`src/logic/sws_pkg.sv`:
```
// Constants and types shared by the sleep/wake/watchdog sequencer
package sws_pkg;

    // =====================================================
    // Register port
    localparam int          SWS_AW         = 9;
    localparam int          SWS_DW         = 8;
    localparam logic [8:0]  SWS_WDC_ADDR   = 9'h0E3;
    localparam logic [8:0]  SWS_SCR_ADDR   = 9'h0FF;
    localparam logic [8:0]  SWS_CMP_ADDR   = 9'h1E4;
    localparam logic [8:0]  SWS_TRIM_ADDR  = 9'h1EB;
    localparam logic [8:0]  SWS_OSC_ADDR   = 9'h1F0;
    localparam logic [8:0]  SWS_STAT_ADDR  = 9'h1F1;

    // =====================================================
    // Field positions
    localparam int          SWS_SCR_WATCHDOG_RESET_FLAG   = 5;
    localparam int          SWS_SCR_POWER_ON_FLAG   = 4;
    localparam int          SWS_SCR_SLEEP  = 3;
    localparam int          SWS_SCR_STOP   = 0;
    localparam int          SWS_OSC_EXT    = 2;
    localparam int          SWS_TRIM_LO    = 6;
    localparam int          SWS_STAT_WD_LO = 4;

    // =====================================================
    // Values
    localparam logic [7:0]  SWS_FULL_CLEAR = 8'h38;
    localparam logic [1:0]  SWS_WD_LIMIT   = 2'h3;
    localparam logic [7:0]  SWS_ZERO_BYTE  = 8'h00;

    // Sleep timer terminal counts in 32 kHz periods, per period select
    localparam int          SWS_ST_W       = 15;
    localparam logic [14:0] SWS_ST_TC0     = 15'h003F;
    localparam logic [14:0] SWS_ST_TC1     = 15'h01FF;
    localparam logic [14:0] SWS_ST_TC2     = 15'h0FFF;
    localparam logic [14:0] SWS_ST_TC3     = 15'h7FFF;

    // Monitor duty periods in 32 kHz periods, per duty select
    localparam int          SWS_DUTY_W     = 9;
    localparam logic [8:0]  SWS_DUTY_P0    = 9'h07F;
    localparam logic [8:0]  SWS_DUTY_P1    = 9'h1FF;
    localparam logic [8:0]  SWS_DUTY_P2    = 9'h01F;
    localparam logic [8:0]  SWS_DUTY_P3    = 9'h007;

    // =====================================================
    // Sequencer states
    typedef enum logic [2:0] {
        SWS_RUN     = 3'b000,
        SWS_REQ     = 3'b001,
        SWS_GRANT   = 3'b010,
        SWS_SLEEP   = 3'b011,
        SWS_SYNC    = 3'b100,
        SWS_SETTLE  = 3'b101,
        SWS_RECOVER = 3'b110,
        SWS_RELEASE = 3'b111
    } sws_state_t;

endpackage

```
`src/logic/sws_sequencer.sv`:
```
// Sleep/wake sequencer, sleep timer and watchdog
`timescale 1ns/1ps

// Operation
// - Clearing the power-on flag enables the watchdog; software cannot disable it.
// - Power-on reset disables the watchdog again.
// - Sleep timer runs from 32 kHz clock; overflow raises sleep interrupt.
// - Watchdog counts overflows and resets the part at three.
// - Any clear write zeroes watchdog; value 0x38 also clears sleep timer.
// - Sleep bit halts execution until interrupt pending with stop bit clear, or reset.
// - Any unmasked pending interrupt wakes unless stop bit set, global enable ignored.
// - Sleep forces internal core clock; software may switch back after wake.
// - Instruction after sleep runs before any interrupt service.
// - Sleep bit write asserts halt request at once.
// - Processor grants halt on its second rising clock edge after the request.
// - After grant, next falling core clock edge asserts power-down.
// - Power-down shuts flash, fast oscillator, filter and bandgap.
// - Wake interrupt is synchronised on a falling 32 kHz edge.
// - Next rising 32 kHz edge releases power-down.
// - Following rising 32 kHz edge samples supply comparators.
// - Next falling 32 kHz edge drops halt request; core then resumes.
// - Supply monitor is duty cycled during sleep per duty setting.
// - Sleep interrupt also fires periodically while awake.
// - Watchdog reset sets its flag; software can only clear it.
// - No watchdog reset while power-on flag is set; reset sets it.
module sws_sequencer
    import sws_pkg::*;
(
    // Clock, reset, enable
    input  wire logic                       sys_clk,
    input  wire logic                       rstn,
    input  wire logic                       ce,
    // Register port
    input  wire logic [sws_pkg::SWS_AW-1:0] reg_addr,
    input  wire logic [sws_pkg::SWS_DW-1:0] reg_wdata,
    input  wire logic                       reg_wr,
    input  wire logic                       reg_rd,
    output logic      [sws_pkg::SWS_DW-1:0] reg_rdata,
    // Clocks from pins and oscillators
    input  wire logic                       lp_clk,
    input  wire logic                       core_clk,
    // Processor handshake
    input  wire logic                       halt_grant,
    input  wire logic                       irq_pending,
    output logic                            halt_request,
    output logic                            irq_defer,
    output logic                            core_clk_ext,
    // Power control and monitors
    input  wire logic                       ppor_cmp,
    input  wire logic                       lvd_cmp,
    output logic                            power_down,
    output logic                            lvd_on,
    // Events
    output logic                            sleep_irq,
    output logic                            wdt_reset
);
    import sws_pkg::*;

    // =====================================================
    // Reset release and input synchronisers
    logic       rst_meta_reg;
    logic       rst_n;
    logic [5:0] sync_q;
    logic [1:0] clk_dly_reg;
    logic       lp_s;
    logic       core_s;
    logic       grant_s;
    logic       irq_s;
    logic       ppor_s;
    logic       lvd_s;
    logic       lp_rise;
    logic       lp_fall;
    logic       core_rise;
    logic       core_fall;

    always_ff @(posedge sys_clk or negedge rstn) begin
        if (!rstn) begin
            rst_meta_reg <= 1'b0;
            rst_n        <= 1'b0;
        end else begin
            rst_meta_reg <= 1'b1;
            rst_n        <= rst_meta_reg;
        end
    end

    sws_sync #(
        .W (6)
    ) u_sync (
        .sys_clk (sys_clk),
        .rst_n   (rst_n),
        .ce      (ce),
        .d       ({lvd_cmp, ppor_cmp, irq_pending, halt_grant,
                   core_clk, lp_clk}),
        .q       (sync_q)
    );

    assign lp_s    = sync_q[0];
    assign core_s  = sync_q[1];
    assign grant_s = sync_q[2];
    assign irq_s   = sync_q[3];
    assign ppor_s  = sync_q[4];
    assign lvd_s   = sync_q[5];

    always_ff @(posedge sys_clk or negedge rst_n) begin
        if (!rst_n) begin
            clk_dly_reg <= 2'h0;
        end else if (ce) begin
            clk_dly_reg <= {core_s, lp_s};
        end
    end

    assign lp_rise   = lp_s & ~clk_dly_reg[0];
    assign lp_fall   = ~lp_s & clk_dly_reg[0];
    assign core_rise = core_s & ~clk_dly_reg[1];
    assign core_fall = ~core_s & clk_dly_reg[1];

    // =====================================================
    // Helpers
    function automatic logic [SWS_ST_W-1:0] st_tc(input logic [1:0] sel);
        case (sel)
            2'h0:    st_tc = SWS_ST_TC0;
            2'h1:    st_tc = SWS_ST_TC1;
            2'h2:    st_tc = SWS_ST_TC2;
            default: st_tc = SWS_ST_TC3;
        endcase
    endfunction

    function automatic logic [SWS_DUTY_W-1:0] duty_p(input logic [1:0] sel);
        case (sel)
            2'h0:    duty_p = SWS_DUTY_P0;
            2'h1:    duty_p = SWS_DUTY_P1;
            2'h2:    duty_p = SWS_DUTY_P2;
            default: duty_p = SWS_DUTY_P3;
        endcase
    endfunction

    // =====================================================
    // Register decode
    sws_state_t          state_reg;
    logic                wr_scr;
    logic                wr_wdc;
    logic                wr_trim;
    logic                wr_osc;
    logic                power_on_flag_reg;
    logic                watchdog_reset_flag_reg;
    logic                sleep_reg;
    logic                stop_reg;
    logic [1:0]          trim_reg;
    logic [1:0]          period_reg;
    logic [1:0]          wd_reg;
    logic [SWS_ST_W-1:0] st_reg;
    logic [1:0]          cmp_reg;
    logic                overflow;
    logic                wd_fire;

    assign wr_scr  = reg_wr && (reg_addr == SWS_SCR_ADDR);
    assign wr_wdc  = reg_wr && (reg_addr == SWS_WDC_ADDR);
    assign wr_trim = reg_wr && (reg_addr == SWS_TRIM_ADDR);
    assign wr_osc  = reg_wr && (reg_addr == SWS_OSC_ADDR);

    // =====================================================
    // Status flags and control bits
    always_ff @(posedge sys_clk or negedge rst_n) begin
        if (!rst_n) begin
            power_on_flag_reg <= 1'b1;
        end else if (ce && wr_scr && !reg_wdata[SWS_SCR_POWER_ON_FLAG]) begin
            power_on_flag_reg <= 1'b0;
        end
    end

    always_ff @(posedge sys_clk or negedge rst_n) begin
        if (!rst_n) begin
            watchdog_reset_flag_reg <= 1'b0;
        end else if (ce) begin
            if (wd_fire) begin
                watchdog_reset_flag_reg <= 1'b1;
            end else if (wr_scr && !reg_wdata[SWS_SCR_WATCHDOG_RESET_FLAG]) begin
                watchdog_reset_flag_reg <= 1'b0;
            end
        end
    end

    always_ff @(posedge sys_clk or negedge rst_n) begin
        if (!rst_n) begin
            stop_reg   <= 1'b0;
            trim_reg   <= 2'h0;
            period_reg <= 2'h0;
        end else if (ce) begin
            if (wr_scr) begin
                stop_reg <= reg_wdata[SWS_SCR_STOP];
            end
            if (wr_trim) begin
                trim_reg <= reg_wdata[SWS_TRIM_LO +: 2];
            end
            if (wr_osc) begin
                period_reg <= reg_wdata[1:0];
            end
        end
    end

    // =====================================================
    // Sleep timer and watchdog
    assign overflow = lp_rise && (st_reg == st_tc(period_reg));
    assign wd_fire  = overflow && !power_on_flag_reg && !wr_wdc
                      && (wd_reg == SWS_WD_LIMIT - 2'h1);

    always_ff @(posedge sys_clk or negedge rst_n) begin
        if (!rst_n) begin
            st_reg <= '0;
        end else if (ce) begin
            if (wd_fire) begin
                st_reg <= '0;
            end else if (wr_wdc && reg_wdata == SWS_FULL_CLEAR) begin
                st_reg <= '0;
            end else if (overflow) begin
                st_reg <= '0;
            end else if (lp_rise) begin
                st_reg <= st_reg + 1'b1;
            end
        end
    end

    always_ff @(posedge sys_clk or negedge rst_n) begin
        if (!rst_n) begin
            wd_reg <= 2'h0;
        end else if (ce) begin
            if (wr_wdc || wd_fire || power_on_flag_reg) begin
                wd_reg <= 2'h0;
            end else if (overflow) begin
                wd_reg <= wd_reg + 2'h1;
            end
        end
    end

    always_ff @(posedge sys_clk or negedge rst_n) begin
        if (!rst_n) begin
            sleep_irq <= 1'b0;
            wdt_reset <= 1'b0;
        end else if (ce) begin
            sleep_irq <= overflow;
            wdt_reset <= wd_fire;
        end
    end

    // =====================================================
    // Sleep and wake sequence
    always_ff @(posedge sys_clk or negedge rst_n) begin
        if (!rst_n) begin
            state_reg <= SWS_RUN;
        end else if (ce) begin
            if (wd_fire) begin
                state_reg <= SWS_RUN;
            end else begin
                case (state_reg)
                    SWS_RUN: begin
                        if (wr_scr && reg_wdata[SWS_SCR_SLEEP]) begin
                            state_reg <= SWS_REQ;
                        end
                    end
                    SWS_REQ: begin
                        if (grant_s) begin
                            state_reg <= SWS_GRANT;
                        end
                    end
                    SWS_GRANT: begin
                        if (core_fall) begin
                            state_reg <= SWS_SLEEP;
                        end
                    end
                    SWS_SLEEP: begin
                        // Stop bit set keeps the part asleep
                        if (irq_s && !stop_reg && lp_fall) begin
                            state_reg <= SWS_SYNC;
                        end
                    end
                    SWS_SYNC: begin
                        if (lp_rise) begin
                            state_reg <= SWS_SETTLE;
                        end
                    end
                    SWS_SETTLE: begin
                        if (lp_rise) begin
                            state_reg <= SWS_RECOVER;
                        end
                    end
                    SWS_RECOVER: begin
                        if (lp_fall) begin
                            state_reg <= SWS_RELEASE;
                        end
                    end
                    SWS_RELEASE: begin
                        if (!grant_s) begin
                            state_reg <= SWS_RUN;
                        end
                    end
                    default: begin
                        state_reg <= SWS_RUN;
                    end
                endcase
            end
        end
    end

    always_ff @(posedge sys_clk or negedge rst_n) begin
        if (!rst_n) begin
            sleep_reg <= 1'b0;
        end else if (ce) begin
            if (wd_fire || (state_reg == SWS_RELEASE && !grant_s)) begin
                sleep_reg <= 1'b0;
            end else if (state_reg == SWS_RUN && wr_scr
                         && reg_wdata[SWS_SCR_SLEEP]) begin
                sleep_reg <= 1'b1;
            end
        end
    end

    always_ff @(posedge sys_clk or negedge rst_n) begin
        if (!rst_n) begin
            halt_request <= 1'b0;
        end else if (ce) begin
            if (wd_fire || (state_reg == SWS_RECOVER && lp_fall)) begin
                halt_request <= 1'b0;
            end else if (state_reg == SWS_RUN && wr_scr
                         && reg_wdata[SWS_SCR_SLEEP]) begin
                halt_request <= 1'b1;
            end
        end
    end

    always_ff @(posedge sys_clk or negedge rst_n) begin
        if (!rst_n) begin
            power_down <= 1'b0;
        end else if (ce) begin
            if (wd_fire || (state_reg == SWS_SYNC && lp_rise)) begin
                power_down <= 1'b0;
            end else if (state_reg == SWS_GRANT && core_fall) begin
                power_down <= 1'b1;
            end
        end
    end

    // Comparators captured once settled
    always_ff @(posedge sys_clk or negedge rst_n) begin
        if (!rst_n) begin
            cmp_reg <= 2'h0;
        end else if (ce && state_reg == SWS_SETTLE && lp_rise) begin
            cmp_reg <= {lvd_s, ppor_s};
        end
    end

    // Forced back to the internal clock on entry
    always_ff @(posedge sys_clk or negedge rst_n) begin
        if (!rst_n) begin
            core_clk_ext <= 1'b0;
        end else if (ce) begin
            if (state_reg == SWS_GRANT && core_fall) begin
                core_clk_ext <= 1'b0;
            end else if (wr_osc) begin
                core_clk_ext <= reg_wdata[SWS_OSC_EXT];
            end
        end
    end

    // Holds interrupts until one core edge after grant drops
    always_ff @(posedge sys_clk or negedge rst_n) begin
        if (!rst_n) begin
            irq_defer <= 1'b0;
        end else if (ce) begin
            if (state_reg == SWS_SYNC) begin
                irq_defer <= 1'b1;
            end else if (state_reg == SWS_RUN && core_rise) begin
                irq_defer <= 1'b0;
            end
        end
    end

    // =====================================================
    // Supply monitor duty cycling
    logic [SWS_DUTY_W-1:0] duty_reg;

    always_ff @(posedge sys_clk or negedge rst_n) begin
        if (!rst_n) begin
            duty_reg <= '0;
            lvd_on   <= 1'b1;
        end else if (ce) begin
            if (!power_down) begin
                duty_reg <= '0;
                lvd_on   <= 1'b1;
            end else if (lp_rise) begin
                if (duty_reg >= duty_p(trim_reg)) begin
                    duty_reg <= '0;
                end else begin
                    duty_reg <= duty_reg + 1'b1;
                end
                lvd_on <= (duty_reg == '0);
            end
        end
    end

    // =====================================================
    // Read port
    always_ff @(posedge sys_clk or negedge rst_n) begin
        if (!rst_n) begin
            reg_rdata <= SWS_ZERO_BYTE;
        end else if (ce) begin
            reg_rdata <= SWS_ZERO_BYTE;
            if (reg_rd) begin
                case (reg_addr)
                    SWS_SCR_ADDR: begin
                        reg_rdata[SWS_SCR_WATCHDOG_RESET_FLAG]  <= watchdog_reset_flag_reg;
                        reg_rdata[SWS_SCR_POWER_ON_FLAG]  <= power_on_flag_reg;
                        reg_rdata[SWS_SCR_SLEEP] <= sleep_reg;
                        reg_rdata[SWS_SCR_STOP]  <= stop_reg;
                    end
                    SWS_CMP_ADDR: begin
                        reg_rdata[1:0] <= cmp_reg;
                    end
                    SWS_TRIM_ADDR: begin
                        reg_rdata[SWS_TRIM_LO +: 2] <= trim_reg;
                    end
                    SWS_OSC_ADDR: begin
                        reg_rdata[1:0]         <= period_reg;
                        reg_rdata[SWS_OSC_EXT] <= core_clk_ext;
                    end
                    SWS_STAT_ADDR: begin
                        reg_rdata[2:0]                <= state_reg;
                        reg_rdata[3]                  <= power_down;
                        reg_rdata[SWS_STAT_WD_LO +: 2] <= wd_reg;
                    end
                    default: begin
                        reg_rdata <= SWS_ZERO_BYTE;
                    end
                endcase
            end
        end
    end

endmodule

```
`src/logic/sws_sync.sv`:
```
// Two-flop synchroniser for a group of asynchronous inputs
`timescale 1ns/1ps

module sws_sync #(
    parameter int W = 1
) (
    // Clock and reset
    input  wire logic         sys_clk,
    input  wire logic         rst_n,
    input  wire logic         ce,
    // Data
    input  wire logic [W-1:0] d,
    output logic      [W-1:0] q
);

    logic [W-1:0] meta_reg;

    always_ff @(posedge sys_clk or negedge rst_n) begin
        if (!rst_n) begin
            meta_reg <= '0;
            q        <= '0;
        end else if (ce) begin
            meta_reg <= d;
            q        <= meta_reg;
        end
    end

endmodule

```
`config.mk`:
```
export PLATFORM = sky130hd
export DESIGN_NAME = sws_sequencer
export DESIGN_NICKNAME = d
export VERILOG_FILES = /design/src/logic/sws_pkg.sv /design/src/logic/sws_sequencer.sv /design/src/logic/sws_sync.sv
export SDC_FILE = /design/constraint.sdc
export NUM_CORES = 1
export LEC_CHECK = 0
export BUFFER_PORTS_ARGS = -buffer_cell sky130_fd_sc_hd__buf_2
export CORE_ASPECT_RATIO = 0.5
export CORE_MARGIN = 4
export CORE_UTILIZATION = 25
export CTS_BUF_LIST = sky130_fd_sc_hd__clkbuf_4 sky130_fd_sc_hd__clkbuf_8
export CTS_CLUSTER_DIAMETER = 150
export CTS_CLUSTER_SIZE = 25
export DETAILED_ROUTE_END_ITERATION = 8
export GPL_TIMING_DRIVEN = 1
export HOLD_SLACK_MARGIN = 0.15
export SYNTH_ARGS = -nofsm -noshare
export SYNTH_HDL_FRONTEND = slang
export SYNTH_SLANG_ARGS = --single-unit
```
`constraint.sdc`:
```
create_clock -name sys_clk -period 2.8 [get_ports sys_clk]
set_input_delay 0.14 -clock sys_clk [delete_from_list [all_inputs] [get_ports sys_clk]]
set_output_delay 0.14 -clock sys_clk [all_outputs]
set_load 0.01 [all_outputs]
```
==> flow_metrics.py <==
metrics = {
    "global_routing": {
        "gr-total-overflow": 0,
        "grt_pass1_vias": 3220,
        "grt_util_met3_pct": 3.06,
        "grt_max_degree": 45,
        "grt_most_used_layer": "met2",
        "grt_antenna_before_repair": 0,
        "grtUsageTotal_pct": 11.8,
        "met2_usage_pct": 19.8,
        "gr-usage-met1_pct": 15.5,
        "grt_pass1_wl_mm": 16.8,
    },
    "sta": {
        "relSlewSlack_pct": 41.7,
        "skew_ns": 0.00701,
        "worstMarginPinSlew_ns": 0.867,
        "fin_crit_ns": 2.34,
        "fin_ws_ns": 0.465,
        "grt_setup_unrepaired": "no",
        "slew_violations": 0,
        "tns_ns": 0,
        "finalSetupViolations": 0,
        "hold_violations": 0,
        "max_freq_mhz": 428,
        "fin_crit_sh_pct": 83.4,
    },
    "critical_path": {
        "arrival_ns": 2.59,
        "endpoint_kind": "register",
        "critPathLaunch": "state_reg[2]",
        "r2r_start": "state_reg[2]",
        "crit_end": "core_clk_ext",
        "r2r_slack_ns": 0.46,
        "r2r-end": "core_clk_ext",
        "startpoint_type": "register",
        "cp.required_ns": 3.05,
        "cp_max_fo": 14,
        "crit_type": "reg2reg",
        "r2r_cells": 5,
    },
    "yosys": {
        "synth_edf_count": 0,
        "yosysWarnings": 0,
        "synthesis.area_sq_um": 3890,
        "avgSynthCellArea_sq_um": 10.0,
        "yosysSeqAreaShare_pct": 45.1,
        "ys_seq_elements": 70,
        "synthArstFlopShare_pct": 100,
        "synth_cells": 388,
        "synth_ff_type": "dfrtp_1",
        "synth_cell_types": 73,
        "synthesis.nets": 426,
    },
    "cells_and_area": {
        "largest_reg_flops": 15,
        "drive_gt1_share_pct": 22.2,
        "fillCellCount": 1547,
        "multi_input_area_sq_um": 2000,
        "antennaDiodeCount": 0,
        "ff_latch_area_sq_um": 1760,
        "syn_to_final_growth_pct": 20.4,
        "fin_nets": 484,
    },
    "power_and_ir_drop": {
        "p_clk_share_pct": 31.7,
        "swShare_pct": 32.9,
        "peakVddDrop_v": 0.000299,
        "cellLeakagePower_nw": 1.97,
        "power_frac_comb_pct": 20.1,
        "powerDensity_nw_per_um2": 570,
        "p_int_mw": 1.79,
        "seqPwrFrac_pct": 48.2,
        "p_switching_mw": 0.880,
    },
    "place": {
        "place_congestion": 0.792,
        "hpwl_mm": 7.35,
        "io_buffers": 42,
        "dp_slack_ns": 0.655,
    },
    "cts": {
        "cts_resized": 0,
        "h-tree-depth": 3,
        "post_cts_buffers": 0,
        "cts_buffers": 9,
        "clock-sinks": 70,
        "cts_tree": "built",
        "clockBufferDepth": 2,
        "cts.clk_slew.worst_paths_ns": 0.08,
        "clkLatencyLatePin_ns": 0.36,
        "cts_root_buffer": "clkbuf_8",
    },
    "die": {
        "dieArea_sq_um": 17700,
        "initial_core_util_pct": 26.2,
        "die_height_um": 96.2,
        "rows": 31,
        "die_x_um": 184,
        "io_pins": 43,
        "coreArea_sq_um": 14900,
    },
    "drt": {
        "ant_nets": 0,
        "viasPerCell": 5.10,
        "first_pass_iters": 4,
        "drc": 0,
        "wirelength_mm": 10.0,
        "drtIter0Drc": 255,
        "wire_per_inst_um": 15.4,
        "num_vias": 3309,
    },
    "worst_hold_path": {
        "hold_class": "in2reg",
        "holdPathStages": 4,
    },
    "job": {
        "max_cap_viol_count": 0,
    },
    "status": {
        "outcome": "complete, no violations",
    },
}
synthesized netlist by cell type (4+ instances only):
master / count / area [sq um]
a21oi_1: 14 / 70.1
and2_1: 6 / 37.5
dfrtp_1: 68 / 1700
or3_1: 5 / 31.3
a32oi_1: 4 / 35.0
o31ai_1: 10 / 75.1
nor4_1: 4 / 25.0
a31oi_1: 8 / 50.1
nor4b_1: 4 / 35.0
nor3_1: 10 / 50.1
ha_1: 10 / 125
o2111ai_1: 4 / 35.0
clkbuf_1: 7 / 26.3
nand2_1: 39 / 146
nor2_1: 17 / 63.8
mux2_2: 20 / 225
a22oi_1: 5 / 37.5
inv_1: 14 / 52.6
nand4_1: 5 / 31.3
a2bb2oi_1: 4 / 35.0
nand2b_1: 8 / 50.1
buf_2: 4 / 20.0
o21ai_0: 18 / 90.1
nand3_1: 21 / 105
cell type report:
| type | count | share of cell area, % |
|---|---|---|
| Clock buffer | 10 | 2.80 |
| Multi-Input combinational cell | 288 | 42.8 |
| Clock inverter | 6 | 1.52 |
| Sequential cell | 70 | 37.5 |
| Tap cell | 198 | 5.29 |
| Timing Repair Buffer | 63 | 9.03 |
| Inverter | 14 | 1.12 |
per-layer routing:
| layer | part of all wire (%) | wire length (um) | vias to the layer above |
|---|---|---|---|
| li1 | - | - | 1603 |
| met1 | 48 | 4780 | 1648 |
| met2 | 48 | 4850 | 52 |
| met3 | 2.8 | 280 | 6 |
| met4 | 1.0 | 104 | 0 |
| met5 | 0 | 0 | - |
timing repair:
| item | 4_1_cts | 5_1_grt |
|---|---|---|
| endpoints found under the setup margin | 0 | 0 |
| endpoints found under the hold margin | 19 | 0 |
| hold buffers | 17 | 0 |
worst min path at each step:
stage,start,to,slack [ns]
2_1_floorplan,rstn,rst_meta_reg,-0.16
3_3_place_gp,rstn,rst_meta_reg,-0.07
3_5_place_dp,rstn,rst_meta_reg,-0.07
4_1_cts,reg_addr[0],period_reg[0],0.20
5_1_grt,reg_addr[3],reg_rdata[1],0.27
6_report,reg_addr[0],period_reg[0],0.22
through the flow:
step	utilization [%]	cell area, sq um	hold WS, ns	std cells	power [mW]
after floorplan	-	3890	-0.156	388	1.67
after CTS	31.5	4680	0.205	649	2.71
after detailed placement	29.0	4310	-0.0729	616	1.83
after global placement	29.0	4310	-0.0750	616	1.82
after global routing	31.5	4680	0.268	649	2.84
final	31.5	4680	0.224	649	2.67
cells by family after synthesis:
family / after synthesis / synth area share [%]
AOI/OAI and AO/OA: 105 / 19.8
other: 1 / 0.0964
xor gates and xnor gates: 1 / 0.225
adders and majority gates: 10 / 3.22
muxes: 23 / 6.56
and+or+nand+nor: 148 / 21.6
buffers and inverters: 30 / 3.41
DFF: 70 / 45.1
critical path: stages (launching register included):
cell and delay, ns:
dfrtp_1 0.54, nor4b_1 0.81, a21oi_1 0.16, nand3_1 0.12, dlygate4sd3_1 0.55, nand2_1 0.05
cell usage in the layout (no fill, tap or decap), drive strengths merged, types with 8 or more instances in the layout:
cell type and count:
mux2 20, nor2 17, o21ai 20, nand2 40
buf 46, dlygate4sd3 17, o31ai 10, clkbuf 10
dfrtp 68, a31oi 9, nor3 12, nand3 22
ha 10, a21oi 14, nand2b 8, inv 15
power groups by stage:
stage / clock, mW / combinational, mW / sequential [mW]
6_report: 0.845 / 0.538 / 1.29
2_1_floorplan: 0 / 0.433 / 1.23
4_1_cts: 0.875 / 0.541 / 1.29
5_1_grt: 0.915 / 0.612 / 1.32
3_5_place_dp: 0 / 0.522 / 1.31
3_3_place_gp: 0 / 0.511 / 1.30
No activity file was read; power rests on OpenSTA's default activity.
